==> src/include/sbg_defines.vh <==
// Register offsets, field positions, reset values and timing counts of the break generator
`ifndef SBG_DEFINES_VH
`define SBG_DEFINES_VH

// ----------------------------------------
// Register byte offsets
// ----------------------------------------
`define SBG_OFS_CTRL 4'h0
`define SBG_OFS_BAUD 4'h4
`define SBG_OFS_STAT 4'h8

// ----------------------------------------
// Control register fields
// ----------------------------------------
`define SBG_CTRL_BRK 0
`define SBG_CTRL_TXEN 1
`define SBG_CTRL_WLEN 2

// ----------------------------------------
// Reset values
// ----------------------------------------
`define SBG_CTRL_RST 3'h0
`define SBG_BAUD_RST 16'h0363

// ----------------------------------------
// Character lengths in bit periods
// ----------------------------------------
`define SBG_BITS_SHORT 4'hA
`define SBG_BITS_LONG 4'hB

`endif

==> src/core/sbg_baud_tick.v <==
// Bit-period tick generator driven by the baud divisor
module sbg_baud_tick (
   // Clock and reset
   input wire clk_i,
   input wire rst_i,
   // Control
   input wire run_i,
   input wire [15:0] div_i,
   // Tick
   output wire tick_o
);

   reg [15:0] cnt_reg;
   reg [15:0] cnt_next;

   // Restart on run so the first bit is a full period
   always @* begin
      cnt_next = cnt_reg;
      if (!run_i || cnt_reg >= div_i) begin
         cnt_next = 16'h0000;
      end else begin
         cnt_next = cnt_reg + 16'h0001;
      end
   end

   always @(posedge clk_i) begin
      if (rst_i) begin
         cnt_reg <= 16'h0000;
      end else begin
         cnt_reg <= cnt_next;
      end
   end

   assign tick_o = run_i && (cnt_reg >= div_i);

endmodule

==> src/core/sbg_break_gen.v <==
// Break and idle frame generator of the serial transmit path with a Wishbone slave
`include "sbg_defines.vh"

// Overview of operation
// - Setting then clearing break_request sends exactly one break character at line low.
// - Break lasts 10 bit periods with word length 0, 11 with 1; never doubled.
// - While break_request stays set, consecutive break characters keep being sent.
// - Clearing then setting tx_enable queues an idle frame sent before anything following.
// - Idle immediately followed by break yields a break of exactly nominal length.
module sbg_break_gen (
   // Clock and reset
   input wire clk_i,
   input wire rst_i,
   // Wishbone slave
   input wire cyc_i,
   input wire stb_i,
   input wire we_i,
   input wire [3:0] adr_i,
   input wire [3:0] sel_i,
   input wire [31:0] dat_i,
   output reg [31:0] dat_o,
   output wire ack_o,
   // Transmit line
   output reg txd_o,
   output reg busy_o
);

   // ----------------------------------------
   // States
   // ----------------------------------------
   localparam S_IDLE = 2'b00;
   localparam S_IDLEFR = 2'b01;
   localparam S_BREAK = 2'b10;
   // Divisor byte lanes
   localparam NUM_LANES = 2;

   // ----------------------------------------
   // Bus registers
   // ----------------------------------------
   reg [2:0] ctrl_reg;
   reg [2:0] ctrl_next;
   reg [15:0] baud_reg;
   reg ack_reg;
   reg ack_next;
   reg [31:0] rdata_next;

   // ----------------------------------------
   // Request and sequencer registers
   // ----------------------------------------
   reg brk_pend_reg;
   reg brk_pend_next;
   reg idle_pend_reg;
   reg idle_pend_next;
   reg [1:0] state_reg;
   reg [1:0] state_next;
   reg [3:0] bit_cnt_reg;
   reg [3:0] bit_cnt_next;
   reg [3:0] len_reg;
   reg [3:0] len_next;
   reg [15:0] div_reg;
   reg [15:0] div_next;
   reg [31:0] brk_count_reg;
   reg [31:0] brk_count_next;
   reg txd_next;
   reg busy_next;

   // ----------------------------------------
   // Internal nets
   // ----------------------------------------
   wire tick;
   wire bus_req;
   wire wr_stb;
   wire rd_stb;
   wire ctrl_hit;
   wire baud_hit;
   wire stat_hit;
   wire wr_ctrl;
   wire wr_baud;
   wire brk_bit;
   wire txen_bit;
   wire [3:0] char_len;
   wire [15:0] baud_wr;
   wire [31:0] stat_word;
   wire brk_rise;
   wire txen_rise;
   wire boundary;
   wire frame_end;
   wire take_idle;
   wire take_brk;
   wire line_run;

   assign brk_bit = ctrl_reg[`SBG_CTRL_BRK];
   assign txen_bit = ctrl_reg[`SBG_CTRL_TXEN];
   assign char_len = ctrl_reg[`SBG_CTRL_WLEN] ? `SBG_BITS_LONG : `SBG_BITS_SHORT;

   // ----------------------------------------
   // Bus slave
   // ----------------------------------------
   // One wait state: read data is fetched when the strobe is first seen,
   // the write lands on the edge at which the master samples ack
   assign bus_req = cyc_i && stb_i;
   assign wr_stb = bus_req && we_i && ack_reg;
   assign rd_stb = bus_req && !we_i && !ack_reg;
   assign ack_o = ack_reg;

   // Address decode
   assign ctrl_hit = (adr_i == `SBG_OFS_CTRL);
   assign baud_hit = (adr_i == `SBG_OFS_BAUD);
   assign stat_hit = (adr_i == `SBG_OFS_STAT);
   assign wr_ctrl = wr_stb && ctrl_hit && sel_i[0];
   assign wr_baud = wr_stb && baud_hit;

   always @* begin
      ack_next = bus_req && !ack_reg;
   end

   always @* begin
      ctrl_next = ctrl_reg;
      if (wr_ctrl) begin
         ctrl_next = dat_i[2:0];
      end
   end

   // Byte lanes of the divisor, each gated by its own select
   genvar lane;
   generate
      for (lane = 0; lane < NUM_LANES; lane = lane + 1) begin : g_baud_lane
         assign baud_wr[lane*8 +: 8] = (wr_baud && sel_i[lane]) ? dat_i[lane*8 +: 8] : baud_reg[lane*8 +: 8];
      end
   endgenerate

   // Status word: count, pending flags, state
   assign stat_word = {brk_count_reg[27:0], idle_pend_reg, brk_pend_reg, state_reg};

   always @* begin
      rdata_next = dat_o;
      if (rd_stb) begin
         if (ctrl_hit) begin
            rdata_next = {29'h00000000, ctrl_reg};
         end else if (baud_hit) begin
            rdata_next = {16'h0000, baud_reg};
         end else if (stat_hit) begin
            rdata_next = stat_word;
         end else begin
            // Unmapped offsets read as zero, writes to them are dropped
            rdata_next = 32'h00000000;
         end
      end
   end

   always @(posedge clk_i) begin
      if (rst_i) begin
         ack_reg <= 1'b0;
      end else begin
         ack_reg <= ack_next;
      end
   end

   always @(posedge clk_i) begin
      if (rst_i) begin
         ctrl_reg <= `SBG_CTRL_RST;
      end else begin
         ctrl_reg <= ctrl_next;
      end
   end

   always @(posedge clk_i) begin
      if (rst_i) begin
         baud_reg <= `SBG_BAUD_RST;
      end else begin
         baud_reg <= baud_wr;
      end
   end

   always @(posedge clk_i) begin
      if (rst_i) begin
         dat_o <= 32'h00000000;
      end else begin
         dat_o <= rdata_next;
      end
   end

   // ----------------------------------------
   // Request capture
   // ----------------------------------------
   // A set pulse shorter than a character is latched so it is never lost
   assign brk_rise = wr_ctrl && dat_i[`SBG_CTRL_BRK] && !brk_bit;
   assign txen_rise = wr_ctrl && dat_i[`SBG_CTRL_TXEN] && !txen_bit;

   // Requests are looked at only between characters
   assign boundary = (state_reg == S_IDLE) || frame_end;
   assign take_idle = boundary && idle_pend_reg && txen_bit;
   assign take_brk = boundary && !take_idle && txen_bit && (brk_pend_reg || brk_bit);

   always @* begin
      brk_pend_next = brk_pend_reg;
      idle_pend_next = idle_pend_reg;
      // Set wins over the consume in the same cycle
      if (brk_rise) begin
         brk_pend_next = 1'b1;
      end else if (take_brk) begin
         brk_pend_next = 1'b0;
      end
      if (txen_rise) begin
         idle_pend_next = 1'b1;
      end else if (take_idle) begin
         idle_pend_next = 1'b0;
      end
   end

   always @(posedge clk_i) begin
      if (rst_i) begin
         brk_pend_reg <= 1'b0;
         idle_pend_reg <= 1'b0;
      end else begin
         brk_pend_reg <= brk_pend_next;
         idle_pend_reg <= idle_pend_next;
      end
   end

   // ----------------------------------------
   // Bit timing
   // ----------------------------------------
   // Divisor is frozen per character; a rewrite mid-break does not stretch it
   assign line_run = (state_reg != S_IDLE);

   sbg_baud_tick sbg_baud_tick_i (
      .clk_i(clk_i),
      .rst_i(rst_i),
      .run_i(line_run),
      .div_i(div_reg),
      .tick_o(tick)
   );

   assign frame_end = tick && (bit_cnt_reg == len_reg - 4'h1);

   // ----------------------------------------
   // Frame sequencer
   // ----------------------------------------
   always @* begin
      state_next = state_reg;
      bit_cnt_next = bit_cnt_reg;
      len_next = len_reg;
      div_next = div_reg;
      brk_count_next = brk_count_reg;
      if (take_idle) begin
         state_next = S_IDLEFR;
      end else if (take_brk) begin
         // Counter restarts, so idle-then-break keeps nominal length
         state_next = S_BREAK;
         brk_count_next = brk_count_reg + 32'h00000001;
      end else if (frame_end) begin
         state_next = S_IDLE;
      end
      if (take_idle || take_brk || frame_end) begin
         bit_cnt_next = 4'h0;
      end else if (tick) begin
         bit_cnt_next = bit_cnt_reg + 4'h1;
      end
      if (take_idle || take_brk) begin
         // Word length and divisor hold for the whole character
         len_next = char_len;
         div_next = baud_reg;
      end
   end

   always @(posedge clk_i) begin
      if (rst_i) begin
         state_reg <= S_IDLE;
         bit_cnt_reg <= 4'h0;
      end else begin
         state_reg <= state_next;
         bit_cnt_reg <= bit_cnt_next;
      end
   end

   // Character shape held for the whole frame
   always @(posedge clk_i) begin
      if (rst_i) begin
         len_reg <= `SBG_BITS_SHORT;
         div_reg <= `SBG_BAUD_RST;
      end else begin
         len_reg <= len_next;
         div_reg <= div_next;
      end
   end

   always @(posedge clk_i) begin
      if (rst_i) begin
         brk_count_reg <= 32'h00000000;
      end else begin
         brk_count_reg <= brk_count_next;
      end
   end

   // ----------------------------------------
   // Line driver
   // ----------------------------------------
   // Driven from flip-flops so the pin never glitches between states
   always @* begin
      txd_next = (state_next != S_BREAK);
      busy_next = (state_next != S_IDLE);
   end

   always @(posedge clk_i) begin
      if (rst_i) begin
         txd_o <= 1'b1;
         busy_o <= 1'b0;
      end else begin
         txd_o <= txd_next;
         busy_o <= busy_next;
      end
   end

endmodule

==> config.mk <==
export PLATFORM = sky130hd
export DESIGN_NAME = sbg_break_gen
export DESIGN_NICKNAME = d
export VERILOG_FILES = /design/src/core/sbg_baud_tick.v /design/src/core/sbg_break_gen.v
export VERILOG_INCLUDE_DIRS = /design/src /design/src/include
export SDC_FILE = /design/constraint.sdc
export NUM_CORES = 1
export LEC_CHECK = 0
export BUFFER_PORTS_ARGS = -buffer_cell sky130_fd_sc_hd__buf_4
export CORE_MARGIN = 4
export CORE_UTILIZATION = 57
export CTS_CLUSTER_DIAMETER = 200
export DETAILED_ROUTE_END_ITERATION = 6
export PLACE_DENSITY = 0.81
export SLEW_MARGIN = 10
export SYNTH_ARGS = -nofsm -noshare
export SYNTH_HDL_FRONTEND = slang
export SYNTH_SLANG_ARGS = --single-unit
==> constraint.sdc <==
create_clock -name clk_i -period 3.5 [get_ports clk_i]
set_clock_uncertainty 0.2 [all_clocks]
set_input_delay 0.7 -clock clk_i [delete_from_list [all_inputs] [get_ports clk_i]]
set_output_delay 0.7 -clock clk_i [all_outputs]
set_load 0.05 [all_outputs]
### After elaboration in Yosys (flattened, before gate mapping)

Index checks and enable logic that the tools add are counted.

| word-level totals | value |
|---|---|
| output and inout port bits | 35 |
| flip-flop bits (word level) | 130 |
| word-level logic and storage cells | 78 |
| bits of input ports | 45 |

| operators by class | value |
|---|---|
| equality and inequality tests | 4 |
| $lt $le $gt $ge | 1 |
| mux-type cells | 11 |
| add/sub/neg operators | 4 |
| reductions and logical operators | 42 |
| bitwise logic cells | 1 |

Operator list:

| cell | number |
|---|---|
| 32-bit 2-to-1 mux | 3 |
| 32-bit by 1-bit adder with 32-bit output (second input constant) | 1 |
| 1-bit logical AND | 22 |
| 16-bit by 1-bit adder with 16-bit output (second input constant) | 1 |
| 16-bit greater-or-equal comparator | 1 |
| 2-bit nonzero test | 4 |
| 1-bit zero test | 6 |
| 2-bit 2-to-1 mux | 3 |
| 1-bit logical OR | 5 |
| 1-bit 2-to-1 mux | 5 |
| 4-bit by 1-bit adder with 4-bit output (second input constant) | 1 |
| 4-bit by 3-bit equality test with 1-bit output (second input constant) | 1 |
| 4-bit equality test | 1 |
| 4-bit equality test (second input constant) | 1 |
| 4-bit zero test | 1 |
| 2-bit OR reduction | 2 |
| 4-bit by 1-bit subtractor with 4-bit output (second input constant) | 1 |
| 2-bit zero test | 1 |
| 2-bit != test (second input constant) | 1 |
| 2-bit AND reduction | 1 |
| 1-bit inverter | 1 |

### Depth between registers and ports, before layout

Gate-level depths: netlist of run 1.

| depth | value |
|---|---|
| depth in word-level cells | 13 |
| depth in mapped cells | 10 |
| depth with buffers taken out | 8 |

### By module

A second synthesis of run 1 with hierarchy kept.

| unflattened totals | value |
|---|---|
| cells, all modules | 638 |
| area total of the unflattened synthesis | 5,605.4 sq um |

By module, submodules not included:

| module | sequential area each (sq um) | area each (sq um) | cells each | instances |
|---|---|---|---|---|
| sbg_break_gen | 2,142.1 | 4,425.5 | 501 | 1 |
| sbg_baud_tick | 320.3 | 1,179.9 | 137 | 1 |

### Worst setup path after synthesis of run 1

OpenSTA, ideal clock, no wires.

| timing | value |
|---|---|
| kind | register to register |
| from | register div_reg[15] |
| to | register bit_cnt_reg[3] |
| period minus slack after synthesis | 2,823 ps |
| path slack | 677 ps |
| stages on the path, launching flop included | 9 |
| library setup time | 71 ps |
| path buffers | 0 |
| required time | 3,229 ps |
| data arrival time | 2,551 ps |
| cell sequence | dfxtp_1 > inv_1 > ha_1 > nand4_2 > or3_4 > or4_4 > and3_4 > or4_1 > a21oi_1 |

| between the ends | value |
|---|---|
| word-level cells in the longest chain between the ends | 13 |

RTL lines:

| item | RTL line | text |
|---|---|---|
| start: declaration | sbg_break_gen.v:60 | `reg [15:0] div_reg;` |
| start signal: assignment | sbg_break_gen.v:281 | `` div_reg <= `SBG_BAUD_RST; `` |
| start signal: assignment | sbg_break_gen.v:284 | `div_reg <= div_next;` |
| 16-bit greater-or-equal comparator * | sbg_baud_tick.v:34 | `assign tick_o = run_i && (cnt_reg >= div_i);` |
| 1-bit logical AND * | sbg_baud_tick.v:34 |  |
| 1-bit logical AND | sbg_break_gen.v:235 | `assign frame_end = tick && (bit_cnt_reg == len_reg - 4'h1);` |
| 1-bit logical OR | sbg_break_gen.v:191 | `assign boundary = (state_reg == S_IDLE) \|\| frame_end;` |
| 1-bit logical AND (2 in series) | sbg_break_gen.v:192 | `assign take_idle = boundary && idle_pend_reg && txen_bit;` |
| 1-bit zero test | sbg_break_gen.v:193 | `assign take_brk = boundary && !take_idle && txen_bit && (brk_pend_reg \|\| brk_bit);` |
| 1-bit logical AND (3 in series) | sbg_break_gen.v:193 |  |
| 1-bit logical OR (2 in series) | sbg_break_gen.v:255 | `if (take_idle \|\| take_brk \|\| frame_end) begin` |
| 2-bit OR reduction (no line) | n/a |  |
| end signal: assignment | sbg_break_gen.v:273 | `bit_cnt_reg <= bit_cnt_next;` |
| end: declaration | sbg_break_gen.v:56 | `reg [3:0] bit_cnt_reg;` |

Every way passes the cells marked *; elsewhere a longest branch is shown, timed or not.
A chain may end at the register's enable or synchronous reset.

### Worst setup path in the final report of run 1

| timing | value |
|---|---|
| from | register div_reg[15] |
| to | register brk_count_reg[8] |

| between the ends | value |
|---|---|
| word-level cells in the longest chain between the ends | 11 |

RTL lines:

| item | RTL line | text |
|---|---|---|
| 16-bit greater-or-equal comparator * | sbg_baud_tick.v:34 |  |
| 1-bit logical AND * | sbg_baud_tick.v:34 |  |
| 1-bit logical AND * | sbg_break_gen.v:235 |  |
| 1-bit logical OR * | sbg_break_gen.v:191 |  |
| 1-bit logical AND (2 in series) | sbg_break_gen.v:192 |  |
| 1-bit zero test | sbg_break_gen.v:193 |  |
| 1-bit logical AND (3 in series) | sbg_break_gen.v:193 |  |
| 2-bit AND reduction (no line) * | n/a |  |
| end signal: assignment | sbg_break_gen.v:292 | `brk_count_reg <= brk_count_next;` |
| end: declaration | sbg_break_gen.v:62 | `reg [31:0] brk_count_reg;` |

Marked as above.

==> summary.txt, run 1 <==
Synth
  – Ys flop type: dfxtp_1
  – Synth Warn #: 0
  – Synthesized cell area: 5618 sq um
  – Syn Nets: 716
  – Sequential-to-total area share from yosys stat: 43.83%
  – Ys async rst share: 0%
  – #FFs+latches synth: 123
  – Syn_area_per_cell: 8.616 sq um
  – Cells after synthesis: 652
  – Distinct cell type count after synthesis: 55
  – Post-synth EDFFs: 0

Clock network
  – Root Buffer Master: clkbuf_8
  – Worst-Skew Late Latency: 0.52 ns
  – Setup bufs post-CTS: 0
  – CTS H-tree lvls: 4
  – Cts repair resizes: 0
  – CTS tree: yes
  – CTS sink cnt: 123
  – Reg clk slew, reported paths: 0.06 ns
  – Inserted Clock Buffers: 17
  – Clock Tree Buf Depth: 2
  – Cts hold-fix bufs: 0

Routing
  – Vias/cell: 5.995
  – Detail Route Antenna Nets: 0
  – Initial DRC count: 347
  – DR DRC count: 5
  – WL/cell: 16.50 microns
  – DR vias: 5078
  – Final WL: 13980 microns
  – Drt first pass iters: 7

Worst hold path
  – Hold WC Path Type: in -> reg

Global routing
  – Largest net degree at the start of global routing: 50
  – Total grt overflow: 0
  – GRT Total Usage: 24.78%
  – Vias in the first global route: 4806
  – First-pass GRT wire length: 23060 microns
  – Initial antenna violation count: 0

Power and ir drop
  – PD cells: 497.4 nW/um^2
  – Internal Power: 2650 uW
  – Switching pwr: 734.5 uW
  – Max IR drop VDD: 0.4839 mV
  – Total power: 3385 uW
  – Combinational Power Share: 3.7%
  – Static leakage: 0.002530 uW
  – Clock power frac: 54.6%
  – Sw frac: 21.70%
  – Seq pwr share: 41.8%

Critical path
  – Crit start category: flip-flop
  – Data arrival, critical path: 3.45 ns
  – R2R depth: 9
  – R2R setup slack: 0.29 ns
  – Worst-path fanout max: 32
  – WS Path Type: reg -> reg
  – Worst Setup SP: div_reg[15]
  – Reg-to-Reg Start: div_reg[15]
  – CP Data Required Time: 3.75 ns
  – CP Capture Type: flip-flop
  – FF-to-FF End: brk_count_reg[8]
  – Crit path to: brk_count_reg[8]

Die
  – Die X: 107.3 microns
  – Core footprint: 9415 sq um
  – Die ar.: 11510 sq um
  – Rows: 35
  – Starting Density: 59.67%
  – Ports: 80
  – Die height: 107.3 microns

Timing
  – Min Hold Slack: 0.1967 ns
  – Final cycle utilization of the critical path: 91.60%
  – Max transition margin: 19.11%
  – Final hold vios: 0
  – Final Max Tran Viols: 0
  – Fin crit period: 3.206 ns
  – Fmax: 311.9 MHz
  – Final TNS setup: 0 ns
  – Actual slew at the worst max-slew pin: 1.213 ns
  – Final setup violation count: 0
  – RSZ-0062 raised after global routing: no

Layout
  – Max reg flops: 32
  – Post-route cell area: 6805 sq um
  – N_diodes: 0
  – Nets: 769
  – Area Growth Syn to Fin: 21.14%
  – Share of cells above drive strength 1: 16.30%
  – Most frequent cells in the layout: dfxtp_1, nor2_1, nand2_1
  – Commonest non-fill, non-tap cell in the layout: dfxtp_1
  – Final Non-Filler Cells: 847

Place
  – HPWL after detailed placement: 9423 microns
  – Placed cells: 815
  – DP Area: 6176 sq um
  – Final Wtd Congestion: 0.8240
  – Port bufs: 61

Outcome
  – Failing checks: DRC
  – Run status: complete, but fails checks

Flow run
  – Max Cap Violations: 0
-- per-layer routing --
metal,GRT usage (%),routed length [microns],up-vias
li1,-,-,2465
met1,30.23,5901,2438
met2,43.16,7131,146
met3,5.399,674,29
met4,8.311,272,0
met5,0,0,-
-- critical path, stage by stage (launching register included) --
cell     delay (ns)
dfxtp_1        0.35
inv_1          0.06
ha_1           0.32
nand4_2        0.14
or3_4          0.45
a31oi_1        0.43
o31ai_4        0.19
buf_4          0.29
or4_1          0.52
a21oi_1        0.17
-- power by group through the flow --
stage          logic (uW)  clock network, uW  registers (uW)
2_1_floorplan        46.5                  0            1470
3_5_place_dp          124                  0            1440
3_3_place_gp          122                  0            1440
4_1_cts               124               1850            1410
5_1_grt               133               1910            1410
6_report              125               1850            1410
-- synthesized netlist by cell type (2+ instances only) --
library cell	n	area share [%]
nor4_1	5	0.56
nand2_1	72	4.8
nand3_1	25	2.2
and3_1	4	0.45
buf_2	2	0.18
o31ai_1	21	2.8
xnor2_1	7	1.1
mux2i_1	31	5.5
or4_1	20	2.7
o21a_1	5	0.67
a22oi_1	19	2.5
a21oi_1	35	3.1
clkbuf_1	32	2.1
or2_2	4	0.45
nor3b_1	2	0.27
buf_4	2	0.27
and4_1	5	0.78
o31a_1	3	0.47
nor3_1	19	1.7
nand4_1	9	1.0
xor2_1	9	1.4
or3_1	5	0.56
a221oi_1	13	2.0
and2_1	3	0.33
a31oi_1	6	0.67
ha_1	19	4.2
nor2b_1	4	0.45
o21ai_0	17	1.5
dfxtp_1	123	44
inv_1	23	1.5
nor2_1	84	5.6
-- cell families after synthesis --
kind of cell / count (synthesis) / share of synthesized area [%]
simple gates: 273 / 24.12
flops: 123 / 43.83
fa+ha+maj: 19 / 4.232
xor+xnor: 16 / 2.495
buf+inv: 60 / 4.187
mux: 31 / 5.523
compound gates: 130 / 15.61
-- worst min path at each step --
stage / from / end / slack (ns) / cells past startpoint
finish: dat_i[9] / baud_reg[9] / 0.20 / 3
global route: dat_i[9] / baud_reg[9] / 0.19 / 3
detailed placement: div_reg[12] / div_reg[12] / 0.25 / 2
global placement: div_reg[3] / div_reg[3] / 0.25 / 2
floorplan: div_reg[10] / div_reg[10] / 0.23 / 2
CTS: dat_i[9] / baud_reg[9] / 0.18 / 3
-- stage by stage --
stage | setup slack [ns] | util (%)
after floorplan | 0.6774 | -
after global placement | 0.4424 | 65.59
after detailed placement | 0.3365 | 65.59
after CTS | 0.2939 | 72.28
after global routing | 0.1606 | 72.28
final | 0.2939 | 72.28
-- final cells by class --
type / count / area (sq um)
Clock buffer: 19 / 441.7
Inverter: 24 / 90.09
Clock inverter: 13 / 187.7
Multi-Input combinational cell: 469 / 2937
Timing Repair Buffer: 70 / 525.5
Fill cell: 699 / 2610
Tap cell: 129 / 161.4
Sequential cell: 123 / 2462
No activity file was read; power rests on OpenSTA's default activity.
==> run 2, diff against run 1 <==
==> constraint.sdc (replaced) <==
create_clock -name clk_i -period 3.5 [get_ports clk_i]
set_clock_uncertainty 0.2 [all_clocks]
set_input_delay 1.05 -clock clk_i [delete_from_list [all_inputs] [get_ports clk_i]]
set_output_delay 1.05 -clock clk_i [all_outputs]
set_load 0.05 [all_outputs]
==> summary.txt, run 2 (same netlist as run 1, synthesis figures left out) <==
Routing
  – DR vias: 5035 (-0.85%)
  – Final WL: 13890 microns (-0.62%)
  – Drt first pass iters: 6 (-1)
  – Vias/cell: 5.938 (-0.96%)
  – DR DRC count: 0 (-5)
  – WL/cell: 16.38 microns (-0.73%)
  – Initial DRC count: 364 (+4.9%)
  – Detail Route Antenna Nets: 0 (unchanged)

Timing
  – Fin crit period: 3.253 ns (+0.04649 ns)
  – RSZ-0062 raised after global routing: no
  – Final TNS setup: 0 ns (unchanged)
  – Max transition margin: 47.99% (+29 points)
  – Final Max Tran Viols: 0 (unchanged)
  – Final setup violation count: 0 (unchanged)
  – Actual slew at the worst max-slew pin: 0.7719 ns (-0.4415 ns)
  – Fmax: 307.4 MHz (-1.4%)
  – Final hold vios: 0 (unchanged)
  – Final cycle utilization of the critical path: 92.93% (+1.3 points)

Critical path
  – Crit start category: flip-flop
  – CP max stage cell: or4_1
  – Data arrival, critical path: 3.50 ns (+0.05 ns)
  – R2R setup slack: 0.25 ns (-0.05 ns)
  – WS Path Type: reg -> reg
  – R2R depth: 9 (unchanged)
  – CP Capture Type: flip-flop
  – Worst-path fanout max: 32 (unchanged)
  – CP Data Required Time: 3.74 ns (about the same)
  – Cell Chain, Critical Path: inv_1 > ha_1 > nand4_2 > or3_4 > a31oi_1 > o31ai_4 > buf_4 > or4_1 > a21oi_1
  – Max stage delay on crit path: 0.54 ns (+0.02 ns)

Clock network
  – CTS tree: yes
  – Worst-Skew Late Latency: 0.52 ns (about the same)
  – Clock Tree Buf Depth: 2 (unchanged)
  – Root Buffer Master: clkbuf_8
  – Setup bufs post-CTS: 0 (unchanged)
  – Cts repair resizes: 0 (unchanged)
  – Cts hold-fix bufs: 0 (unchanged)
  – CTS sink cnt: 123 (unchanged)
  – Reg clk slew, reported paths: 0.06 ns (about the same)
  – Inserted Clock Buffers: 17 (unchanged)
  – CTS H-tree lvls: 4 (unchanged)

Die
  – Ports: 80 (unchanged)
  – Die X: 107.3 microns (unchanged)
  – Die height: 107.3 microns (unchanged)
  – Core footprint: 9415 sq um (unchanged)
  – Starting Density: 59.67% (unchanged)
  – Die ar.: 11510 sq um (unchanged)
  – Rows: 35 (unchanged)

Place
  – Port bufs: 61 (unchanged)
  – HPWL after detailed placement: 9497 microns (+0.78%)
  – DP Area: 6183 sq um (+0.12%)
  – Final Wtd Congestion: 0.8361 (+1.5%)

Global routing
  – Initial antenna violation count: 0 (unchanged)
  – Vias in the first global route: 4956 (+3.1%)
  – First-pass GRT wire length: 23200 microns (+0.60%)
  – Total grt overflow: 0 (unchanged)
  – GRT Total Usage: 24.82% (+0.035 points)
  – Largest net degree at the start of global routing: 49 (-2.0%)

Power and ir drop
  – Static leakage: 0.002534 uW (+0.18%)
  – PD cells: 496.5 nW/um^2 (-0.17%)
  – Max IR drop VDD: 0.4279 mV (-12%)

Outcome
  – Run status: complete, no violations

Layout
  – Max reg flops: 32 (unchanged)
  – Area Growth Syn to Fin: 21.20% (about the same)
  – Commonest non-fill, non-tap cell in the layout: dfxtp_1
  – Register Area: 2462 sq um (unchanged)
  – Post-layout util: 72.32% (about the same)
  – Area occupied by multi-input gates: 2937 sq um (unchanged)
  – Most frequent cells in the layout: dfxtp_1, nor2_1, nand2_1
  – # fillers: 683 (-2.3%)
  – Nets: 770 (+0.13%)
  – N_diodes: 0 (unchanged)
  – Share of cells above drive strength 1: 16.13% (-0.16 points)
  – Post-route cell area: 6809 sq um (about the same)

Worst hold path
  – Hold WC Path Type: reg -> reg
  – Cells on Worst Hold Path: 2 (-1)

Flow run
  – Max Cap Violations: 0 (unchanged)
==> run 2: cell count changes in the layout (fill, tap and decap cells not counted) <==
cell / previous run / this run
clkbuf_1: 0 / 2
clkinvlp_4: 3 / 2
buf_4: 70 / 71
clkbuf_8: 3 / 4
inv_6: 3 / 1
==> run 2: path summary, 6_finish.rpt <==
check / from / to
min: div_reg[4] / div_reg[4]
max reg2reg: div_reg[15] / brk_count_reg[10]
min reg2reg: div_reg[4] / div_reg[4]
max: div_reg[15] / brk_count_reg[10]
==> run 2: area by class of cell <==
type                    count  area share, %
flip-flops and latches    123          36.16
repair buffers             71          7.828
clock inverters            10          2.389
inverters                  24          1.323
multi-input cells         469          43.13
clock buffers              22          6.799
well taps                 129          2.370
==> run 2: metrics by stage <==
step                hold slack [ns]  cells  worst slack [ns]  power [uW]
floorplan                    0.2347    652            0.6513        1517
global placement             0.2467    816            0.4332        1566
detailed placement           0.2554    816            0.3108        1569
CTS                          0.2619    848            0.2526        3389
global route                 0.2839    848            0.1040        3457
finish                       0.2606    848            0.2474        3381
==> run 2: layer usage <==
metal	share of wire (%)	global-route usage (%)	vias to the layer above
met2	51	42.36	161
met1	42	30.18	2381
met5	0	0	-
met3	4.6	5.519	29
met4	2.4	10.14	0
li1	-	-	2464
==> run 2: critical path, delay by kind of cell, from the launching register on <==
| kind | cells | cell delay (ns) |
|---|---|---|
| AOI/OAI and AO/OA | 3 | 0.86 |
| adders and majority gates | 1 | 0.32 |
| buffers and inverters | 2 | 0.35 |
| and+or+nand+nor | 3 | 1.12 |
| DFF | 1 | 0.33 |
==> run 2: report_power, final <==
| group | internal, uW | leakage [uW] | switching [uW] | total, uW |
|---|---|---|---|---|
| Sequential | 1410 | 0.000992 | 5.25 | 1410 |
| Combinational | 43.4 | 0.00124 | 81.9 | 125 |
| Clock | 1210 | 0.000302 | 627 | 1840 |
| Total | 2670 | 0.00253 | 715 | 3380 |
